**src/verilog/nv_access_defines.svh**
```systemverilog
// constants for the nonvolatile byte access controller
`ifndef NV_ACCESS_DEFINES_SVH
`define NV_ACCESS_DEFINES_SVH

// ****************************************
// register addresses on the core's special function bus
// ****************************************
`define NV_DATA_ADDR        8'h9A
`define NV_ADDRESS_ADDR     8'h9B
`define NV_CONTROL_ADDR     8'h9C
`define NV_UNLOCK_ADDR      8'h9D

// ****************************************
// control/status field positions
// ****************************************
`define NV_BIT_RD           0
`define NV_BIT_WR           1
`define NV_BIT_PERMIT       2
`define NV_BIT_ABORT        3

// ****************************************
// reset values and unlock keys
// ****************************************
`define NV_DATA_RESET       8'h00
`define NV_ADDRESS_RESET    8'h00
`define NV_UPPER_ZERO       4'h0
`define NV_KEY_FIRST        8'h55
`define NV_KEY_SECOND       8'hAA

// ****************************************
// unlock timing in instruction cycles
// ****************************************
`define NV_KEY_GAP_INSTR    2
`define NV_TRIG_GAP_INSTR   1
`define NV_CLKS_PER_INSTR   4

`endif

```
**src/verilog/nv_access_pkg.sv**
```systemverilog
// types shared by the nonvolatile byte access controller
package nv_access_pkg;

	typedef enum logic [2:0] {
		UNLOCK_IDLE = 3'b001,
		UNLOCK_KEY1 = 3'b010,
		UNLOCK_KEY2 = 3'b100
	} unlock_state_t;

	typedef logic [7:0] nv_byte_t;
	typedef logic [2:0] reset_cause_t;

endpackage : nv_access_pkg

```
**src/verilog/reset_cause_if.sv**
```systemverilog
// carrier for reset cause requests between the controller and its synchroniser
`timescale 1ns/1ps

interface reset_cause_if;
	import nv_access_pkg::*;
	reset_cause_t raw;
	reset_cause_t clean;

	modport sync (input raw, output clean);
	modport user (output raw, input clean);
endinterface : reset_cause_if

```
**src/verilog/nv_byte_access.sv**
```systemverilog
// control logic for byte access to the data nonvolatile memory
`timescale 1ns/1ps
`include "nv_access_defines.svh"

module nv_byte_access #(
	parameter int CLKS_PER_INSTR = `NV_CLKS_PER_INSTR
) (
	// clock and power-on reset
	input  wire logic                      MCLK,
	input  wire logic                      RESET,
	// special function register port from the core
	input  wire logic [7:0]                SFR_ADDR,
	input  wire logic                      SFR_WR,
	input  wire nv_access_pkg::nv_byte_t   SFR_WDATA,
	input  wire logic                      SFR_RD,
	output      nv_access_pkg::nv_byte_t   SFR_RDATA,
	// reset causes: external pin, watchdog, brown-out
	input  wire nv_access_pkg::reset_cause_t RESET_CAUSE,
	// memory array and its write timer
	output      logic [6:0]                MEM_ADDR,
	output      logic                      MEM_RD,
	input  wire nv_access_pkg::nv_byte_t   MEM_RDATA,
	output      nv_access_pkg::nv_byte_t   MEM_WDATA,
	output      logic                      MEM_WR_START,
	output      logic                      MEM_WR_ABORT,
	input  wire logic                      MEM_DONE,
	// write complete event toward the peripheral flag register
	output      logic                      WRITE_DONE
);
	import nv_access_pkg::*;

	localparam int KEY_GAP  = `NV_KEY_GAP_INSTR * CLKS_PER_INSTR;
	localparam int TRIG_GAP = `NV_TRIG_GAP_INSTR * CLKS_PER_INSTR;
	localparam int CNT_W    = $clog2(KEY_GAP + 2);

	// refuse rates the unlock gap counter cannot serve
	if (CLKS_PER_INSTR < 1 || CLKS_PER_INSTR > 64) begin : g_bad_rate
		$error("CLKS_PER_INSTR must be between 1 and 64");
	end

	function automatic logic hit(input logic [7:0] a, input logic [7:0] off);
		hit = (a == off);
	endfunction : hit

	// ****************************************
	// decode and reset causes
	// ****************************************
	reset_cause_if rc ();
	assign rc.raw = RESET_CAUSE;

	reset_cause_sync u_sync (
		.MCLK  (MCLK),
		.RESET (RESET),
		.rc    (rc)
	);

	logic rst_any;
	assign rst_any = |rc.clean;

	logic wr_data;
	logic wr_addr;
	logic wr_ctrl;
	logic wr_key;
	assign wr_data = SFR_WR && hit(SFR_ADDR, `NV_DATA_ADDR);
	assign wr_addr = SFR_WR && hit(SFR_ADDR, `NV_ADDRESS_ADDR);
	assign wr_ctrl = SFR_WR && hit(SFR_ADDR, `NV_CONTROL_ADDR);
	assign wr_key  = SFR_WR && hit(SFR_ADDR, `NV_UNLOCK_ADDR);

	nv_byte_t      data_reg;
	nv_byte_t      addr_reg;
	logic          write_permit;
	logic          write_busy;
	logic          write_abort_flag;
	unlock_state_t unlock_state;
	logic [CNT_W-1:0] gap_cnt;

	// ****************************************
	// unlock sequence tracker
	// ****************************************
	logic key_ok;
	logic trig_ok;
	logic start_write;
	assign key_ok  = (unlock_state == UNLOCK_KEY1) && wr_key
		&& SFR_WDATA == `NV_KEY_SECOND && gap_cnt == CNT_W'(KEY_GAP - 1);
	assign trig_ok = (unlock_state == UNLOCK_KEY2) && wr_ctrl
		&& SFR_WDATA[`NV_BIT_WR] && gap_cnt == CNT_W'(TRIG_GAP - 1);
	// trigger only takes with permit already set and no write running
	assign start_write = trig_ok && write_permit && !write_busy;

	always_ff @(posedge MCLK or posedge RESET) begin
		if (RESET) begin
			unlock_state <= UNLOCK_IDLE;
			gap_cnt      <= '0;
		end else if (rst_any) begin
			unlock_state <= UNLOCK_IDLE;
			gap_cnt      <= '0;
		end else begin
			gap_cnt <= gap_cnt + CNT_W'(1);
			case (unlock_state)
				UNLOCK_IDLE: begin
					if (wr_key && SFR_WDATA == `NV_KEY_FIRST) begin
						unlock_state <= UNLOCK_KEY1;
						gap_cnt      <= '0;
					end
				end
				UNLOCK_KEY1: begin
					// any other write or a late key abandons the sequence
					if (key_ok) begin
						unlock_state <= UNLOCK_KEY2;
						gap_cnt      <= '0;
					end else if (SFR_WR || gap_cnt >= CNT_W'(KEY_GAP - 1)) begin
						unlock_state <= UNLOCK_IDLE;
					end
				end
				UNLOCK_KEY2: begin
					if (SFR_WR || gap_cnt >= CNT_W'(TRIG_GAP - 1)) begin
						unlock_state <= UNLOCK_IDLE;
					end
				end
				default: begin
					unlock_state <= UNLOCK_IDLE;
				end
			endcase
		end
	end

	// ****************************************
	// control bits
	// ****************************************
	always_ff @(posedge MCLK or posedge RESET) begin
		if (RESET) begin
			write_permit <= 1'b0;
		end else if (rst_any) begin
			write_permit <= 1'b0;
		end else if (wr_ctrl) begin
			// only software and the reset causes move it
			write_permit <= SFR_WDATA[`NV_BIT_PERMIT];
		end
	end

	always_ff @(posedge MCLK or posedge RESET) begin
		if (RESET) begin
			write_busy   <= 1'b0;
			MEM_WR_START <= 1'b0;
			MEM_WR_ABORT <= 1'b0;
			WRITE_DONE   <= 1'b0;
		end else begin
			MEM_WR_START <= 1'b0;
			MEM_WR_ABORT <= 1'b0;
			WRITE_DONE   <= 1'b0;
			if (rst_any) begin
				write_busy   <= 1'b0;
				MEM_WR_ABORT <= write_busy;
			end else if (write_busy) begin
				// permit is not looked at while the write runs
				if (MEM_DONE) begin
					write_busy <= 1'b0;
					WRITE_DONE <= 1'b1;
				end
			end else if (start_write) begin
				write_busy   <= 1'b1;
				MEM_WR_START <= 1'b1;
			end
		end
	end

	// abort flag survives the cause resets; set beats a software clear
	always_ff @(posedge MCLK or posedge RESET) begin
		if (RESET) begin
			write_abort_flag <= 1'b0;
		end else if (rst_any && write_busy) begin
			write_abort_flag <= 1'b1;
		end else if (wr_ctrl) begin
			write_abort_flag <= SFR_WDATA[`NV_BIT_ABORT];
		end
	end

	// ****************************************
	// read path, address and data registers
	// ****************************************
	always_ff @(posedge MCLK or posedge RESET) begin
		if (RESET) begin
			MEM_RD <= 1'b0;
		end else begin
			// writing zero does nothing; a running write masks the read
			MEM_RD <= wr_ctrl && SFR_WDATA[`NV_BIT_RD] && !write_busy
				&& !rst_any;
		end
	end

	always_ff @(posedge MCLK or posedge RESET) begin
		if (RESET) begin
			addr_reg <= `NV_ADDRESS_RESET;
		end else if (wr_addr) begin
			addr_reg <= SFR_WDATA;
		end
	end

	assign MEM_ADDR = addr_reg[6:0];

	always_ff @(posedge MCLK or posedge RESET) begin
		if (RESET) begin
			data_reg <= `NV_DATA_RESET;
		end else if (MEM_RD) begin
			data_reg <= MEM_RDATA;
		end else if (wr_data) begin
			data_reg <= SFR_WDATA;
		end
	end

	assign MEM_WDATA = data_reg;

	// ****************************************
	// register read-back, answered one cycle after the strobe
	// ****************************************
	nv_byte_t read_mux;
	always_comb begin
		read_mux = 8'h00;
		if (hit(SFR_ADDR, `NV_DATA_ADDR)) begin
			read_mux = data_reg;
		end else if (hit(SFR_ADDR, `NV_ADDRESS_ADDR)) begin
			read_mux = addr_reg;
		end else if (hit(SFR_ADDR, `NV_CONTROL_ADDR)) begin
			read_mux = {`NV_UPPER_ZERO, write_abort_flag, write_permit,
				write_busy, MEM_RD};
		end
		// unlock port and unmapped addresses fall through as zero
	end

	always_ff @(posedge MCLK or posedge RESET) begin
		if (RESET) begin
			SFR_RDATA <= 8'h00;
		end else if (SFR_RD) begin
			SFR_RDATA <= read_mux;
		end
	end
endmodule : nv_byte_access

```
**src/verilog/reset_cause_sync.sv**
```systemverilog
// three-stage synchroniser with agreement filter for reset cause requests
`timescale 1ns/1ps

module reset_cause_sync (
	// clock and reset
	input  wire logic MCLK,
	input  wire logic RESET,
	// requests
	reset_cause_if.sync rc
);
	import nv_access_pkg::*;

	reset_cause_t stage1;
	reset_cause_t stage2;
	reset_cause_t stage3;

	always_ff @(posedge MCLK or posedge RESET) begin
		if (RESET) begin
			stage1 <= '0;
			stage2 <= '0;
			stage3 <= '0;
		end else begin
			stage1 <= rc.raw;
			stage2 <= stage1;
			stage3 <= stage2;
		end
	end

	// a change counts only once the last two stages agree
	always_ff @(posedge MCLK or posedge RESET) begin
		if (RESET) begin
			rc.clean <= '0;
		end else begin
			for (int i = 0; i < 3; i++) begin
				if (stage2[i] == stage3[i]) begin
					rc.clean[i] <= stage3[i];
				end
			end
		end
	end

endmodule : reset_cause_sync

```
**config.mk**
```make
export PLATFORM = sky130hd
export DESIGN_NAME = nv_byte_access
export DESIGN_NICKNAME = d
export VERILOG_FILES = /design/src/verilog/nv_access_pkg.sv /design/src/verilog/reset_cause_if.sv /design/src/verilog/nv_byte_access.sv /design/src/verilog/reset_cause_sync.sv
export VERILOG_INCLUDE_DIRS = /design/src /design/src/verilog
export SDC_FILE = /design/constraint.sdc
export NUM_CORES = 1
export LEC_CHECK = 0
export ABC_AREA = 1
export BUFFER_PORTS_ARGS = -buffer_cell sky130_fd_sc_hd__buf_2
export CAP_MARGIN = 20
export CORE_MARGIN = 2
export CORE_UTILIZATION = 47
export CTS_BUF_LIST = sky130_fd_sc_hd__clkbuf_4 sky130_fd_sc_hd__clkbuf_8 sky130_fd_sc_hd__clkbuf_16
export CTS_CLUSTER_SIZE = 25
export DETAILED_ROUTE_END_ITERATION = 7
export PLACE_DENSITY = 0.75
export SKIP_CTS_REPAIR_TIMING = 1
export SLEW_MARGIN = 5
export SYNTH_ARGS = -nofsm -noshare
export SYNTH_HDL_FRONTEND = slang
export SYNTH_SLANG_ARGS = --single-unit
export TNS_END_PERCENT = 50
```
**constraint.sdc**
```tcl
create_clock -name MCLK -period 1.5 [get_ports MCLK]
set_clock_uncertainty 0.15 [all_clocks]
set_input_delay 0.15 -clock MCLK [delete_from_list [all_inputs] [get_ports MCLK]]
set_output_delay 0.15 -clock MCLK [all_outputs]
set_load 0.03 [all_outputs]
```
# == Word level (Yosys, flattened, before mapping) ==
# Cells that the tools add are included.
# word_totals
register_bits,50
input_bits,32
out_inout_bits,27
elab_cells,93
# classes
add_sub_neg,1
n_lt_le_gt_ge,2
eq_ne,17
n_mux,29
n_reduce_logical,26
# ops
op,n
$eq A8 B8 Y1 const B,5
$mux W8,4
$logic_and A1 B1 Y1,17
$mux W4,4
$mux W3,5
$mux W1,14
$pmux W3 S3,1
$eq A8 B7 Y1 const B,1
$pmux W4 S2,1
$reduce_bool A2 Y1,3
$add A4 B1 Y4 const B,1
$eq A4 B2 Y1 const B,1
$eq A4 B3 Y1 const B,1
$ge A4 B2 Y1 const B,1
$ge A4 B3 Y1 const B,1
$ne A4 B3 Y1 const B,1
$eq A1 B1 Y1,3
$eq A3 B1 Y1 const B,1
$eq A3 B2 Y1 const B,1
$eq A3 B3 Y1 const B,1
$ne A3 B2 Y1 const B,1
$ne A3 B3 Y1 const B,1
$reduce_and A3 Y1,1
$reduce_or A3 Y1,1
2 further kinds,4

# == Longest topological paths before layout ==
# depth
ltp_word,10
mapped_depth,10
depth_no_buf,10

# == Modules after synthesis ==
# A second synthesis with hierarchy kept.
# unflattened
hier_cells,286
area_unflattened_um2,2416.1
# by_module_without_submodules
mod,instances,cells_per_inst,area_per_inst_um2
nv_byte_access,1,261,2063.2
reset_cause_sync,1,25,352.8

# == Worst setup path before layout ==
# No wires, ideal clock.
# synth_path
path_kind,reg2reg
start,reg u_sync.rc.clean[1]
end,reg unlock_state[0]
t_arrival_ns,1.227
slack_ns,0.046
stages_incl_launch_ff,8
synth_period_minus_slack_ns,1.454
path_cell_list,dfrtp_1 -> nor3_4 -> nand2_2 -> or2_4 -> nand2_1 -> nor2_1 -> nand2_1 -> nand2_1
# synth_via
elab_chain_cells,3
elab_cells_between_ends,6
# synth_rtl
item,line_no,text
"start, declared",reset_cause_if.sv:9,"modport sync (input raw, output clean);"
"start signal, assigned by index",reset_cause_sync.sv:36,rc.clean[i] <= stage3[i];
$reduce_or A3 Y1 *,nv_byte_access.sv:58,assign rst_any = |rc.clean;
$ne A4 B3 Y1 (no line) (tied with other cells),-,
$reduce_and A3 Y1 (no line),-,
"end signal, assigned",nv_byte_access.sv:92,unlock_state <= UNLOCK_IDLE;
"end signal, assigned",nv_byte_access.sv:95,unlock_state <= UNLOCK_IDLE;
"end signal, assigned",nv_byte_access.sv:102,unlock_state <= UNLOCK_KEY1;
"end, declared",nv_byte_access.sv:74,unlock_state_t unlock_state;
# Every way passes the cells marked *; elsewhere a longest branch is shown, timed or not.
# A chain may end at the register's enable or synchronous reset.

# == Worst setup path in the final report ==
# layout_path
start,reg u_sync.rc.clean[2]
end,reg gap_cnt[1]
# layout_via
elab_chain_cells,2
# layout_rtl
item,line_no,text
$reduce_or A3 Y1,nv_byte_access.sv:58,
$mux W4,nv_byte_access.sv:94,end else if (rst_any) begin
"end signal, assigned",nv_byte_access.sv:98,gap_cnt <= gap_cnt + CNT_W'(1);
"end, declared",nv_byte_access.sv:75,logic [CNT_W-1:0] gap_cnt;
# No other way between the ends.

==> reports/metrics.cfg <==
[worst_setup_path]
path_class = reg2reg
slowest_delay_ns = 0.42
endpoint_kind = register
required_ns = 1.56
cp_max_fo = 6
path_buf_inv = 1
start_kind = register
path_cells = nor3_4 -> inv_2 -> nor2_4 -> nand2_2 -> a21boi_0
arrival_ns = 1.57
crit_family = simple AND/OR/NAND/NOR gates
crit_slowest_cell = dfrtp_1

[routing]
drt-vias-per-instance = 4.851
wl_um = 5204
remaining_drc_errors = 0
drtPass1Iterations = 4
vias = 2018
ant_nets = 0
routedWlPerCell_um = 12.51
drtIter0Drc = 109

[global_routing]
grt-ovfl-total = 0
grt_first_pass_wirelength_um = 8217
grtUsageTotal = 0.1985
grt_max_degree = 33
antenna_found_initial = 0
grt_pass1_vias = 1810

[power]
leakagePower_nw = 1.541
ir_worst_vdd_mv = 0.4490
p_per_area_nw_per_um2 = 909.7

[job]
maxCapViolations = 0

[floorplanning]
die_h_um = 74.22
start_util = 0.4906
io_pins = 59
dieArea_um2 = 5508
fp-row-count = 25
core_area_um2 = 4723
die_w_um = 74.22

[synth]
ys_seq_elements = 50
synth_area_per_cell_um2 = 8.519
synth_most_common_cell = nand2_1
yosysUniqueCellTypes = 28
syn_inst = 272
yosys.area.top_type = dfrtp_1
yosys_warnings = 0
synth_ff_type = dfrtp_1
synth_nets = 305
synth.top_cells.by_area = dfrtp_1 53%, nand2_1 12%, nor2_1 5.2%, inv_1 4.7%, buf_4 2.9%
syn_area_um2 = 2317
seq_area_frac_synth = 0.5405
synth_top_area_share = 0.5292
async_reset_ff_frac = 1.000
synth_commonest_cells = 77 x nand2_1, 49 x dfrtp_1, 32 x nor2_1
synth-edff-count = 0

[clock_network]
cts_made_buffers = 5
clock_sinks = 50
path_clk_slew_ns = 0.09
cts_tree = yes
cts.path.max_buffers = 2
clockRootBuffer = clkbuf_8
clk_latency_ns = 0.30
cts_max_level = 2

[sta]
whs_ns = -0.01773
setup-violations-final = 1
period_share = 1.007
tightest_slew_ns = 0.3934
worst_slack_ns = -0.009979
rsz0062_at_grt = yes
tns_ns = -0.009979
fmax_ghz = 0.6623
drv_slew = 0
slew_headroom = 0.7374
hold_viol = 1
min_period_ns = 1.510

[min_path]
holdCritPathClass = in2reg

[finish]
drive_gt1_frac = 0.2751
antenna_cells = 0
fillers = 383
register_area_um2 = 1252
nets = 382
syn_to_final_growth_pct = 27.00
multi_input_area_um2 = 899.6

[place]
numPortBuffers = 58
place.gp.congestion = 0.8712
pre_cts_slack_ns = -0.02032
dp_hpwl_um = 3876

[status]
status = complete, but fails checks
violations = hold timing, setup timing

-- per-layer routing --
layer / global-route usage / share of wire / vias to the layer above
li1: - / - / 1011
met1: 0.2886 / 0.47 / 939
met2: 0.3056 / 0.46 / 63
met3: 0.03388 / 0.059 / 5
met4: 0.06548 / 0.013 / 0
met5: 0 / 0 / -
-- through the flow --
| step | cell area, µm² | hold slack, ns | util | instances | power (mW) |
|---|---|---|---|---|---|
| floorplan | 2317 | 0.03143 | - | 272 | 1.764 |
| detailed placement | 2731 | 0.003284 | 0.5783 | 398 | 1.928 |
| global placement | 2731 | 0.009685 | 0.5783 | 398 | 1.919 |
| CTS | 2815 | -0.3163 | 0.5960 | 405 | 2.662 |
| finish | 2943 | -0.01773 | 0.6230 | 416 | 2.677 |
| global route | 2943 | 0.01198 | 0.6230 | 416 | 2.804 |
-- worst paths after layout --
check	from	to	slack, ns	cells after the start
max	u_sync.rc.clean[2]$_DFFE_PP0N_	gap_cnt[1]$_DFF_PP0_	-0.01	5
min	SFR_WDATA[5]	addr_reg[5]$_DFFE_PP0P_	-0.02	3
max reg2reg	u_sync.rc.clean[2]$_DFFE_PP0N_	gap_cnt[1]$_DFF_PP0_	-0.01	5
min reg2reg	u_sync.stage1[1]$_DFF_PP0_	u_sync.stage2[1]$_DFF_PP0_	0.21	0
max in group asynchronous	RESET	gap_cnt[0]$_DFF_PP0_	0.48	4
min in group asynchronous	RESET	u_sync.rc.clean[2]$_DFFE_PP0N_	0.22	3
-- worst register-to-register path: stages (launching register included) --
cell,delay (ns)
dfrtp_1,0.42
nor3_4,0.29
inv_2,0.12
nor2_4,0.11
nand2_2,0.11
a21boi_0,0.22
-- cell families (layout without fill, tap and decap cells) --
| kind of cell | after synthesis | after routing | share of synthesized area |
|---|---|---|---|
| buffers and inverters | 41 | 118 | 0.08099 |
| XOR/XNOR | 2 | 2 | 0.007561 |
| multiplexers | 4 | 4 | 0.01728 |
| AO/OA/AOI/OAI | 35 | 35 | 0.08693 |
| flip-flops | 50 | 50 | 0.5405 |
| adder cells (fa/ha/maj) | 4 | 4 | 0.01836 |
| AND/OR/NAND/NOR | 136 | 136 | 0.2484 |
-- final cells by class --
class / instances / share of cell area
flip-flops and latches: 50 / 0.4256
multi-input cells: 181 / 0.3057
repair buffers: 81 / 0.1735
inverters: 30 / 0.03827
well taps: 67 / 0.02849
clock buffers: 5 / 0.02338
clock inverters: 2 / 0.005102
-- power breakdown --
group	switching [mW]	total, mW	internal (mW)
Sequential	0.0587	1.49	1.43
Clock	0.431	0.750	0.319
Combinational	0.273	0.440	0.168
Total	0.762	2.68	1.91
-- cell usage in the layout (no fill, tap or decap), drive strengths merged, types with 2 or more instances in the layout --
cell type / n
clkbuf: 5
nand4: 2
o21ai: 14
nor3: 9
o21a: 2
dfrtp: 49
buf: 72
a21oi: 13
dlygate4sd3: 9
clkinvlp: 2
nand2: 79
mux2i: 4
a31oi: 4
inv: 30
maj3: 3
nand3: 12
nor2: 33
Power figures use the tool's default switching activity.
